$ cat config.mk
export PLATFORM = sky130hd
export DESIGN_NAME = ifeb_irq_bank
export DESIGN_NICKNAME = d
export VERILOG_FILES = /design/src/ifeb_pkg.sv /design/src/ifeb_irq_bank.sv /design/src/ifeb_flag_bank.sv
export SDC_FILE = /design/constraint.sdc
export NUM_CORES = 1
export LEC_CHECK = 0
export ABC_CLOCK_PERIOD_IN_PS = 4500
export BUFFER_PORTS_ARGS = -buffer_cell sky130_fd_sc_hd__buf_2
export CORE_UTILIZATION = 54
export DETAILED_ROUTE_END_ITERATION = 8
export GPL_TIMING_DRIVEN = 0
export PLACE_DENSITY = 0.95
export SYNTH_ARGS = -nofsm -noshare
export SYNTH_HDL_FRONTEND = slang
export SYNTH_SLANG_ARGS = --single-unit
$ cat constraint.sdc
create_clock -name clk_i -period 4.5 [get_ports clk_i]
set_clock_uncertainty 0.2 [all_clocks]
set_input_delay 1.35 -clock clk_i [delete_from_list [all_inputs] [get_ports clk_i]]
set_output_delay 1.35 -clock clk_i [all_outputs]
set_load 0.01 [all_outputs]
$ cat src/ifeb_pkg.sv
// Purpose: constants and types of the interrupt flag and enable banks
// Assumes: 32-bit classic wishbone, 8-bit banks in the low byte lane
// Notes:   every bank pairs flag bit n+4 with enable bit n
package ifeb_pkg;

    // ========================================================
    // bus and sizes
    localparam int ADR_W    = 8;
    localparam int DAT_W    = 32;
    localparam int BANK_W   = 8;
    localparam int NUM_BANK = 3;
    localparam int NUM_EV   = 10;
    localparam int EN_SHIFT = 4;

    // ========================================================
    // register offsets (byte addresses)
    localparam logic [ADR_W-1:0] OFS_BANK_TWO   = 8'h00;
    localparam logic [ADR_W-1:0] OFS_BANK_THREE = 8'h04;
    localparam logic [ADR_W-1:0] OFS_TIMER_BANK = 8'h08;
    localparam logic [ADR_W-1:0] OFS_GLOBAL     = 8'h0C;
    localparam logic [ADR_W-1:0] OFS_EV_STATUS  = 8'h10;
    localparam logic [ADR_W-1:0] OFS_EV_MASK    = 8'h14;
    localparam logic [ADR_W-1:0] OFS_PENDING    = 8'h18;

    // ========================================================
    // field positions
    localparam int LV_FLAG_BIT   = 7;
    localparam int CMP1_FLAG_BIT = 6;
    localparam int SIM_FLAG_BIT  = 5;
    localparam int PIN1_FLAG_BIT = 4;
    localparam int UART_FLAG_BIT = 5;
    localparam int EE_FLAG_BIT   = 4;
    localparam int T1A_FLAG_BIT  = 7;
    localparam int T1P_FLAG_BIT  = 6;
    localparam int T0A_FLAG_BIT  = 5;
    localparam int T0P_FLAG_BIT  = 4;
    localparam int GIE_BIT       = 0;

    // ========================================================
    // implemented bits and reset values
    localparam logic [BANK_W-1:0] BANK_TWO_IMPL     = 8'hFF;
    localparam logic [BANK_W-1:0] BANK_THREE_SMALL  = 8'h11;
    localparam logic [BANK_W-1:0] BANK_THREE_LARGE  = 8'h33;
    localparam logic [BANK_W-1:0] TIMER_BANK_SMALL  = 8'h33;
    localparam logic [BANK_W-1:0] TIMER_BANK_LARGE  = 8'hFF;
    localparam logic [BANK_W-1:0] BANK_RESET        = 8'h00;
    localparam logic [DAT_W-1:0]  DATA_ZERO         = 32'h0000_0000;

    // ========================================================
    // peripheral event strobes, one cycle each
    typedef struct packed {
        logic low_voltage;
        logic comparator_one;
        logic serial_iface;
        logic ext_pin_one;
        logic eeprom;
        logic serial_port;
        logic timer0_match_a;
        logic timer0_match_p;
        logic timer1_match_a;
        logic timer1_match_p;
    } ifeb_events_t;

endpackage

$ cat src/ifeb_irq_bank.sv
// Purpose: interrupt flag and enable banks two, three and timer match
// Assumes: classic wishbone slave, one ack per access, one clock
// Notes:   LARGE selects the larger variant bank layout
//
// Functional notes
// Bank two holds flags in bits 7..4 and enables in 3..0, reset zero.
// A flag reads 1 while its request is pending and software may write it.
// In the small variant bank three holds only bits 4 and 0, others read 0.
// Bank three bit 4 is the eeprom request flag and bit 0 its enable.
// Large: bank three bit 5 is the serial port flag; 7, 6, 3, 2 read 0.
// Large: bank three bit 1 is the serial port enable.
// Timer bank bit 5 sets on timer 0 match A; small: bits 7, 6 read 0.
// Timer bank bit 4 sets on timer 0 match P; small: bits 3, 2 read 0.
// Timer bank bit 1 enables the timer 0 match A request.
// Timer bank bit 0 enables the timer 0 match P request.
// Large: timer bank bits 7, 6 are timer 1 flags, bits 3, 2 enables.
// A flag still sets when its enable is zero, but raises no interrupt.
// No interrupt reaches the core while the global enable is zero; only core_irq_o is gated by it, irq_o is not.
// A flag sets in the cycle its strobe is seen; the set beats a write.
//
// Decided for this implementation: the register offsets and register access over Wishbone.
`timescale 1ns/1ps
module ifeb_irq_bank #(
    parameter bit LARGE = 1'b1
) (
    input  wire logic                          clk_i,
    input  wire logic                          rst_i,
    input  wire logic                          wb_cyc_i,
    input  wire logic                          wb_stb_i,
    input  wire logic                          wb_we_i,
    input  wire logic [ifeb_pkg::ADR_W-1:0]    wb_adr_i,
    input  wire logic [ifeb_pkg::DAT_W-1:0]    wb_dat_i,
    input  wire logic [3:0]                    wb_sel_i,
    output logic      [ifeb_pkg::DAT_W-1:0]    wb_dat_o,
    output logic                               wb_ack_o,
    input  wire ifeb_pkg::ifeb_events_t        events_i,
    output logic      [11:0]                   pend_o,
    output logic                               core_irq_o,
    output logic                               irq_o
);

    localparam int BW = ifeb_pkg::BANK_W;
    localparam int NE = ifeb_pkg::NUM_EV;
    // variant bits
    localparam logic [BW-1:0] B3_IMPL = LARGE ?
        ifeb_pkg::BANK_THREE_LARGE : ifeb_pkg::BANK_THREE_SMALL;
    localparam logic [BW-1:0] TM_IMPL = LARGE ?
        ifeb_pkg::TIMER_BANK_LARGE : ifeb_pkg::TIMER_BANK_SMALL;

    // ========================================================
    // declarations
    logic                             ack_reg;
    logic [ifeb_pkg::DAT_W-1:0]       dat_reg;
    logic                             gie_reg;
    logic [NE-1:0]                    status_reg;
    logic [NE-1:0]                    status_next;
    logic [NE-1:0]                    mask_reg;
    logic [11:0]                      pend_reg;
    logic                             core_irq_reg;
    logic                             irq_reg;
    logic [NE-1:0]                    ev_vec;
    logic [ifeb_pkg::ADR_W-1:0]       adr_word;
    logic                             acc;
    logic                             wr;
    logic                             rd;
    logic [ifeb_pkg::NUM_BANK-1:0]    bank_hit;
    logic [BW-1:0]                    bank_q   [ifeb_pkg::NUM_BANK];
    logic [BW-1:0]                    bank_set [ifeb_pkg::NUM_BANK];
    logic [11:0]                      pend_comb;
    logic [ifeb_pkg::DAT_W-1:0]       rd_data;
    logic                             hit_glb;
    logic                             hit_st;
    logic                             hit_mk;
    logic                             hit_pd;

    // ========================================================
    // bus decode
    assign adr_word = {wb_adr_i[ifeb_pkg::ADR_W-1:2], 2'b00};
    assign acc      = wb_cyc_i & wb_stb_i & ~ack_reg;
    assign wr       = acc & wb_we_i & wb_sel_i[0];
    assign rd       = acc & ~wb_we_i;
    assign bank_hit[0] = adr_word == ifeb_pkg::OFS_BANK_TWO;
    assign bank_hit[1] = adr_word == ifeb_pkg::OFS_BANK_THREE;
    assign bank_hit[2] = adr_word == ifeb_pkg::OFS_TIMER_BANK;
    assign hit_glb  = adr_word == ifeb_pkg::OFS_GLOBAL;
    assign hit_st   = adr_word == ifeb_pkg::OFS_EV_STATUS;
    assign hit_mk   = adr_word == ifeb_pkg::OFS_EV_MASK;
    assign hit_pd   = adr_word == ifeb_pkg::OFS_PENDING;

    // ========================================================
    // event set vectors
    // bank two sources
    assign bank_set[0] = {events_i.low_voltage,
                          events_i.comparator_one,
                          events_i.serial_iface,
                          events_i.ext_pin_one,
                          4'h0};
    // eeprom and serial port flags
    assign bank_set[1] = {2'b00,
                          events_i.serial_port,
                          events_i.eeprom,
                          4'h0};
    // timer match flags
    assign bank_set[2] = {events_i.timer1_match_a,
                          events_i.timer1_match_p,
                          events_i.timer0_match_a,
                          events_i.timer0_match_p,
                          4'h0};
    assign ev_vec = events_i;

    // ========================================================
    // flag banks
    genvar g;
    generate
        for (g = 0; g < ifeb_pkg::NUM_BANK; g++) begin : g_bank
            localparam logic [BW-1:0] IMPL = (g == 0) ?
                ifeb_pkg::BANK_TWO_IMPL : ((g == 1) ? B3_IMPL : TM_IMPL);
            // set beats write
            ifeb_flag_bank #(
                .IMPL    (IMPL)
            ) u_bank (
                .clk_i   (clk_i),
                .rst_i   (rst_i),
                .wr_i    (wr & bank_hit[g]),
                .wdata_i (wb_dat_i[BW-1:0]),
                .set_i   (bank_set[g]),
                .q_o     (bank_q[g])
            );
            // flag gated by enable
            assign pend_comb[4*g+3:4*g] =
                bank_q[g][BW-1:ifeb_pkg::EN_SHIFT] &
                bank_q[g][ifeb_pkg::EN_SHIFT-1:0];
        end
    endgenerate

    // ========================================================
    // read data mux
    assign rd_data =
        bank_hit[0] ? {24'h00_0000, bank_q[0]} :
        bank_hit[1] ? {24'h00_0000, bank_q[1]} :
        bank_hit[2] ? {24'h00_0000, bank_q[2]} :
        hit_glb     ? {31'h0000_0000, gie_reg} :
        hit_st      ? {22'h00_0000, status_reg} :
        hit_mk      ? {22'h00_0000, mask_reg} :
        hit_pd      ? {20'h0_0000, pend_reg} :
        ifeb_pkg::DATA_ZERO;

    // ========================================================
    // event status, cleared by a read, set wins
    assign status_next = (status_reg & {NE{~(rd & hit_st)}}) | ev_vec;

    always_ff @(posedge clk_i) begin
        if (rst_i) begin
            ack_reg <= 1'b0;
            dat_reg <= ifeb_pkg::DATA_ZERO;
        end else begin
            ack_reg <= acc;
            dat_reg <= rd ? rd_data : dat_reg;
        end
    end

    always_ff @(posedge clk_i) begin
        if (rst_i) begin
            gie_reg    <= 1'b0;
            mask_reg   <= '0;
            status_reg <= '0;
        end else begin
            gie_reg    <= (wr & hit_glb) ?
                          wb_dat_i[ifeb_pkg::GIE_BIT] : gie_reg;
            mask_reg   <= (wr & hit_mk) ? wb_dat_i[NE-1:0] : mask_reg;
            status_reg <= status_next;
        end
    end

    // ========================================================
    // interrupt outputs
    always_ff @(posedge clk_i) begin
        if (rst_i) begin
            pend_reg     <= '0;
            core_irq_reg <= 1'b0;
            irq_reg      <= 1'b0;
        end else begin
            pend_reg     <= pend_comb;
            // global enable gate
            core_irq_reg <= gie_reg & (|pend_comb);
            irq_reg      <= |(status_reg & mask_reg);
        end
    end

    assign wb_ack_o   = ack_reg;
    assign wb_dat_o   = dat_reg;
    assign pend_o     = pend_reg;
    assign core_irq_o = core_irq_reg;
    assign irq_o      = irq_reg;
endmodule // ifeb_irq_bank

$ cat src/ifeb_flag_bank.sv
// Purpose: one 8-bit flag and enable bank
// Assumes: set strobes from the same clock domain
// Notes:   bits outside IMPL stay zero
`timescale 1ns/1ps
module ifeb_flag_bank #(
    parameter logic [7:0] IMPL = 8'hFF
) (
    input  wire logic       clk_i,
    input  wire logic       rst_i,
    input  wire logic       wr_i,
    input  wire logic [7:0] wdata_i,
    input  wire logic [7:0] set_i,
    output logic      [7:0] q_o
);

    logic [7:0] q_reg;
    logic [7:0] q_next;

    // ========================================================
    // next value: set wins over the written value
    // write then set
    assign q_next = ((wr_i ? wdata_i : q_reg) | set_i) & IMPL;
    assign q_o    = q_reg;

    always_ff @(posedge clk_i) begin
        if (rst_i) begin
            q_reg <= ifeb_pkg::BANK_RESET;
        end else begin
            q_reg <= q_next;
        end
    end

endmodule // ifeb_flag_bank

==> results of run 1 <==
Yosys cell counts, types with 4 or more instances:
cell | instances | area share (%)
dfxtp_1 | 66 | 43
nor2_1 | 59 | 7.2
mux2i_1 | 33 | 11
buf_4 | 23 | 5.6
nand2_1 | 19 | 2.3
a21oi_1 | 15 | 2.4
nor3_1 | 14 | 2.3
a211oi_1 | 10 | 2.4
clkbuf_1 | 8 | 0.97
nand3b_1 | 7 | 1.7
a21oi_2 | 6 | 1.7
o21ai_0 | 6 | 0.97
buf_2 | 5 | 0.81
a221oi_1 | 4 | 1.1
a31oi_1 | 4 | 0.81
buf_1 | 4 | 0.49
buf_6 | 4 | 1.5
nand4_1 | 4 | 0.81
metrics by stage:
step	worst slack, ns	power [mW]	area [um^2]
detailed placement	1.11	0.749	3540
CTS	1.47	1.22	3730
global route	1.43	1.26	3730
finish	1.47	1.23	3730
global placement	1.10	0.745	3540
floorplan	1.48	0.703	3170
per-layer routing:
metal | wire, um | global-route usage (%)
met5 | 0 | 0
met3 | 793 | 7.65
met1 | 3360 | 35.8
met4 | 208 | 11.7
met2 | 3840 | 46.3
report_power, final:
part	leakage (nW)	total, mW	switching (mW)	internal (mW)
Clock	0.0962	0.488	0.221	0.267
Combinational	0.933	0.123	0.0719	0.0513
Sequential	0.539	0.616	0.0160	0.600
Total	1.57	1.23	0.309	0.918
layout by cell type (no fill, tap or decap), drive strengths merged, types with 6 or more instances in the layout:
cell | netlist | layout
nand3b | 7 | 7
nor2 | 59 | 59
buf | 36 | 92
nand2 | 19 | 19
a211oi | 12 | 12
conb | 1 | 22
clkbuf | 8 | 20
nor3 | 15 | 15
a21oi | 21 | 21
o21ai | 6 | 6
mux2i | 33 | 33
dfxtp | 66 | 66
final timing paths:
kind         cells past startpoint                        end  slack (ns)
min reg2reg                      2  wb_dat_o[10]$_SDFFE_PP0N_        0.25
min                              2  wb_dat_o[10]$_SDFFE_PP0N_        0.25
max reg2reg                      5   mask_reg[7]$_SDFFE_PP0P_        2.33
max                              7       gie_reg$_SDFFE_PP0P_        1.47
area by class of cell:
cell class / instances / area (um^2) / area share (%)
plain buffers: 44 / 288 / 7.72
clock buffers: 12 / 145 / 3.90
clock inverters: 3 / 40.0 / 1.07
inverters: 2 / 7.51 / 0.201
multi-input cells: 244 / 1550 / 41.7
flip-flops and latches: 66 / 1320 / 35.5
well taps: 72 / 90.1 / 2.42
repair buffers: 56 / 280 / 7.52
worst register-to-register path: stages (launching register included):
cell and delay (ns):
dfxtp_1 0.31, nand3b_1 0.40, nor4_1 0.43, buf_2 0.38
mux2i_1 0.25, nor2_1 0.07
cells by family (layout without fill, tap and decap cells):
family	count (synthesis)	count (layout)	share of synthesized area (%)
other	1	22	0.121
buffers and inverters	46	117	9.55
DFF	66	66	42.7
and+or+nand+nor	126	126	21.5
AOI/OAI and AO/OA	60	60	13.9
muxes	36	36	12.1
==> flow_summary_export.csv, run 1 <==
group,metric,value,unit
outcome,status,"finished clean",
cells_and_area,fin_util,67.7,%
routing,vias,2780,
cells_and_area,n_fill_cell,477,
synthesis,synthFlopType,"dfxtp_1",
routing,dr.pass1.iters,5,
cells_and_area,fin_cells,499,
synthesis,synth-seq-cells,66,
setup_path,path_buf_inv,3,
clock_tree,numCtsBuffers,9,
clock_tree,cts_tree,"done",
power_and_ir_drop,p_leak,1.57,nW
routing,wirelength,8210,um
global_route,gr-total-overflow,0,
synthesis,ys_warn_count,0,
synthesis,post_synth.cell_area_avg,9.23,um^2
power_and_ir_drop,powerDensity,329,nW/um^2
power_and_ir_drop,peakVddDrop,0.296,mV
clock_tree,max-clock-path-buffers,2,
sta,whs,0.253,ns
setup_path,required,4.52,ns
sta,setup_viol,0,
synthesis,netlist_instances,335,
hold_path,hold_class,"flop to flop",
clock_tree,cts.sinks,66,
floorplan,core-area,5510,um^2
setup_path,crit_fanout,10,
setup_path,critPathLaunchType,"primary input",
setup_path,cp_cell_sequence,"buf_2 > or4_4 > buf_6 > buf_6 > nor4_1 > mux2i_1 > nor2_1",
floorplan,fp.dieW,77.7,um
global_route,track_usage,28.6,%
sta,fin_crit,3.03,ns
synthesis,syn_area,3090,um^2
synthesis,async_flop_share,0,%
clock_tree,ctsResizeCount,0,
floorplan,core.rowCount,27,
setup_path,path_common_cell,"buf_6",
cells_and_area,nets,482,
routing,wl_per_cell,16.4,um
flow_run,maxCapViolations,0,
global_route,grt_pass1_vias,2498,
sta,setup-tns-final,0,ns
synthesis,synth.distinct_cells,43,
setup_path,worst_setup_path_end_kind,"flop",
sta,max_freq,331,MHz
floorplan,ios,106,
global_route,grt_pass1_wl,12800,um
setup_path,crit_slowest_cell,"or4_4",
clock_tree,cts-root-buf,"clkbuf_8",
clock_tree,cts_hold_buf,0,
placement,gp_congestion,0.960,
synthesis,synth_edf_count,0,
setup_path,critPathTopFamily,"simple AND/OR/NAND/NOR gates",
routing,detail-route-antenna-nets,0,
placement,hpwl,6240,um
setup_path,startpoint,"wb_adr_i[4]",
global_route,antenna_found_initial,0,
cells_and_area,syn2layout_area_growth,20.5,%
synthesis,ys_seq_area_share,42.7,%
cells_and_area,largest_reg_flops,20,
sta,rsz0062_at_grt,"no",
clock_tree,cts_htree_levels,3,
clock_tree,worstSkewPairLatency,0.35,ns
floorplan,dieArea,6030,um^2
routing,drc,0,
global_route,grt_max_degree,11,
sta,fin_crit_sh,67.2,%
placement,port_buffers,56,
sta,report.final.hold_viol_count,0,
sta,slew_violations,0,
setup_path,worstReg2RegStart,"wb_ack_o$_SDFF_PP0_",
hold_path,worstHoldStart,"wb_dat_o[10]$_SDFFE_PP0N_",
cells_and_area,n_antenna_cell,0,
routing,detail_route.iter0.violations,343,
setup_path,slowest_delay,0.53,ns
sta,worst_pin_slew,0.884,ns
floorplan,start_util,56.1,%
setup_path,criticalPathCategory,"primary input to flop",
sta,maxSlewHeadroom,40.9,%
clock_tree,clk_pin_slew,0.07,ns
clock_tree,post_cts_buffers,0,
placement,dp_cells,484,
cells_and_area,drive_gt1_share,28.3,%
routing,viasPerCell,5.57,
setup_path,worstPathArrival,3.04,ns
floorplan,die-height,77.7,um
Note: power is estimated with default switching activity, not from simulation.
==> run 2: changes to the inputs <==
--- a/config.mk
+++ b/config.mk
@@ -5,12 +5,13 @@
 export SDC_FILE = /design/constraint.sdc
 export NUM_CORES = 1
 export LEC_CHECK = 0
-export ABC_CLOCK_PERIOD_IN_PS = 4500
+export ABC_AREA = 1
+export ABC_CLOCK_PERIOD_IN_PS = 3130
 export BUFFER_PORTS_ARGS = -buffer_cell sky130_fd_sc_hd__buf_2
-export CORE_UTILIZATION = 54
+export CORE_UTILIZATION = 50
 export DETAILED_ROUTE_END_ITERATION = 8
 export GPL_TIMING_DRIVEN = 0
-export PLACE_DENSITY = 0.95
+export PLACE_DENSITY = 0.92
 export SYNTH_ARGS = -nofsm -noshare
 export SYNTH_HDL_FRONTEND = slang
 export SYNTH_SLANG_ARGS = --single-unit
==> constraint.sdc (replaced) <==
create_clock -name clk_i -period 3.13 [get_ports clk_i]
set_clock_uncertainty 0.2 [all_clocks]
set_input_delay 0.939 -clock clk_i [delete_from_list [all_inputs] [get_ports clk_i]]
set_output_delay 0.939 -clock clk_i [all_outputs]
set_load 0.01 [all_outputs]
==> run 2 against run 1 <==
Flip-flop and latch count unchanged. Synthesized cell count up 26%. Die area increased by 5.7%. Cell count rose by 17%. Clock power rose by 76%. Largest cell class unchanged. Critical path type unchanged. Critical endpoint is now wb_dat_o[5]$_SDFFE_PP0N_.
==> flow_summary_export.csv, run 2 <==
group,metric,value,unit
placement,hpwl,6470,um
floorplan,ios,106,
hold_path,worstHoldStart,"wb_ack_o$_SDFF_PP0_",
global_route,grt_max_degree,12,
floorplan,start_util,53.4,%
clock_tree,cts.sinks,66,
global_route,track_usage,28.8,%
synthesis,post_synth.cell_area_avg,7.18,um^2
setup_path,slowest_delay,0.27,ns
synthesis,syn_area,3030,um^2
sta,fin_crit,2.19,ns
synthesis,synthFlopType,"dfxtp_1",
placement,port_buffers,55,
clock_tree,clk_pin_slew,0.07,ns
clock_tree,cts_htree_levels,3,
sta,whs,0.249,ns
floorplan,fp.dieW,79.8,um
setup_path,startpoint,"wb_adr_i[3]",
setup_path,critPathLaunchType,"primary input",
synthesis,netlist_instances,422,
sta,slew_violations,0,
placement,gp_congestion,0.905,
sta,setup_viol,0,
routing,wl_per_cell,14.5,um
cells_and_area,n_fill_cell,517,
synthesis,synth_common_cells,"nand2_1 (88), dfxtp_1 (66), nor2_1 (63)",
global_route,grt_pass1_vias,2855,
flow_run,maxCapViolations,0,
setup_path,path_common_cell,"nand2_1",
routing,viasPerCell,5.21,
setup_path,crit_fanout,9,
setup_path,required,3.14,ns
clock_tree,cts_hold_buf,0,
sta,worst_pin_slew,0.578,ns
setup_path,cp_cell_sequence,"buf_2 > nor2_2 > nand2_1 > nor2_4 > nor2_1 > nand2_1 > o21bai_1 > a21oi_1",
setup_path,reg2reg_depth,9,
floorplan,core.rowCount,27,
cells_and_area,final_common_cell,"nand2_1",
setup_path,crit_slowest_cell,"nor2_4",
setup_path,criticalPathCategory,"primary input to flop",
synthesis,netlist.top_cell.by_area,"dfxtp_1",
synthesis,ys_warn_count,0,
cells_and_area,layout_common_cells,"nand2_1 (88), dfxtp_1 (66), nor2_1 (63), buf_2 (56), a21oi_1 (39)",
global_route,antenna_found_initial,0,
clock_tree,worstSkewPairLatency,0.35,ns
routing,vias,3052,
hold_path,hold_class,"flop to flop",
setup_path,worstPathArrival,2.21,ns
outcome,status,"finished clean",
hold_path,hold_depth,1,
global_route,gr-total-overflow,0,
sta,max_freq,456,MHz
cells_and_area,syn2layout_area_growth,22.4,%
cells_and_area,drive_gt1_share,23.5,%
synthesis,post-synth-top-count-cell,"nand2_1",
sta,report.final.hold_viol_count,0,
clock_tree,cts-root-buf,"clkbuf_8",
cells_and_area,n_antenna_cell,0,
synthesis,synth.top_cell.area_share,43.6,%
clock_tree,cts_tree,"done",
floorplan,core-area,5680,um^2
synthesis,synth_area_leaders,"dfxtp_1 (44%), nand2_1 (11%), nor2_1 (7.8%)",
sta,maxSlewHeadroom,61.5,%
synthesis,synth_edf_count,0,
routing,dr.pass1.iters,5,
power_and_ir_drop,powerDensity,513,nW/um^2
clock_tree,max-clock-path-buffers,2,
synthesis,synth.distinct_cells,29,
floorplan,die-height,79.8,um
sta,setup-tns-final,0,ns
synthesis,synth-seq-cells,66,
setup_path,worstReg2RegStart,"wb_ack_o$_SDFF_PP0_",
setup_path,worst_setup_path_end_kind,"flop",
routing,detail-route-antenna-nets,0,
sta,rsz0062_at_grt,"no",
sta,fin_crit_sh,70.1,%
clock_tree,post_cts_buffers,0,
floorplan,dieArea,6370,um^2
routing,wirelength,8470,um
power_and_ir_drop,p_leak,1.79,nW
global_route,grt_pass1_wl,13400,um
synthesis,ys_seq_area_share,43.6,%
routing,drc,0,
clock_tree,numCtsBuffers,9,
synthesis,async_flop_share,0,%
power_and_ir_drop,peakVddDrop,0.298,mV
routing,detail_route.iter0.violations,259,
cells_and_area,nets,568,
clock_tree,ctsResizeCount,0,
cells_and_area,largest_reg_flops,20,
[run 2: cell count changes after synthesis, moves of 7 or more]
cell and change:
nand2_1 +69, nand3_1 +13, o21ai_1 +25, nor3_1 -12
a21oi_1 +24, inv_1 +29, inv_2 +7, nand3b_1 -7
nand4_1 +8, mux2i_1 -33, a211oi_1 -10
[run 2: stage by stage]
step,setup WS (ns),total power [mW],area (um^2),std cells,util [%]
floorplan,0.991,0.996,3110,443,-
global placement,0.631,1.05,3470,570,61.2
detailed placement,0.609,1.06,3470,570,61.2
CTS,0.950,1.90,3710,586,65.3
global route,0.786,1.96,3710,586,65.3
finish,0.937,1.90,3710,586,65.3
[run 2: where the power goes]
| part | switching, mW | total, mW | leakage [nW] | internal (mW) |
|---|---|---|---|---|
| Sequential | 0.0193 | 0.881 | 0.539 | 0.862 |
| Combinational | 0.0967 | 0.159 | 1.14 | 0.0621 |
| Clock | 0.333 | 0.861 | 0.114 | 0.528 |
[run 2: logic make-up (layout without fill, tap and decap cells)]
kind of cell    count (synthesis)  after routing  synth area share, %
buf+inv                        73            144                 12.5
simple gates                  196            196                 28.6
compound gates                 86             86                 15.2
flops                          66             66                 43.6
other cells                     1             22                0.124
[run 2: cell type report]
cell class	instances	area (um^2)	area share (%)
Clock inverter	5	103	2.77
Timing Repair Buffer	55	275	7.42
Tap cell	72	90.1	2.43
Sequential cell	66	1320	35.6
Clock buffer	11	131	3.54
Multi-Input combinational cell	304	1410	38.0
Buffer	34	230	6.21
Inverter	39	148	3.98
[run 2: worst max-delay path, delay by kind of cell]
family,cells,cell delay (ns)
buffers and inverters,1,0.14
AOI/OAI and AO/OA,2,0.25
and+or+nand+nor,5,0.87
[run 2: worst paths after layout]
| path | to | slack [ns] |
|---|---|---|
| setup reg to reg | g_bank[2].u_bank.q_o[7]$_SDFF_PP0_ | 1.50 |
| hold / removal | wb_ack_o$_SDFF_PP0_ | 0.25 |
| hold reg to reg | wb_ack_o$_SDFF_PP0_ | 0.25 |
| setup / recovery | wb_dat_o[5]$_SDFFE_PP0N_ | 0.94 |
[run 2: routing by layer]
| layer | part of all wire (%) | up-vias | track usage, % |
|---|---|---|---|
| li1 | - | 1492 | - |
| met4 | 1.9 | 0 | 13.0 |
| met1 | 40 | 1379 | 33.9 |
| met2 | 47 | 162 | 48.2 |
| met5 | 0 | - | 0 |
| met3 | 11 | 19 | 8.23 |
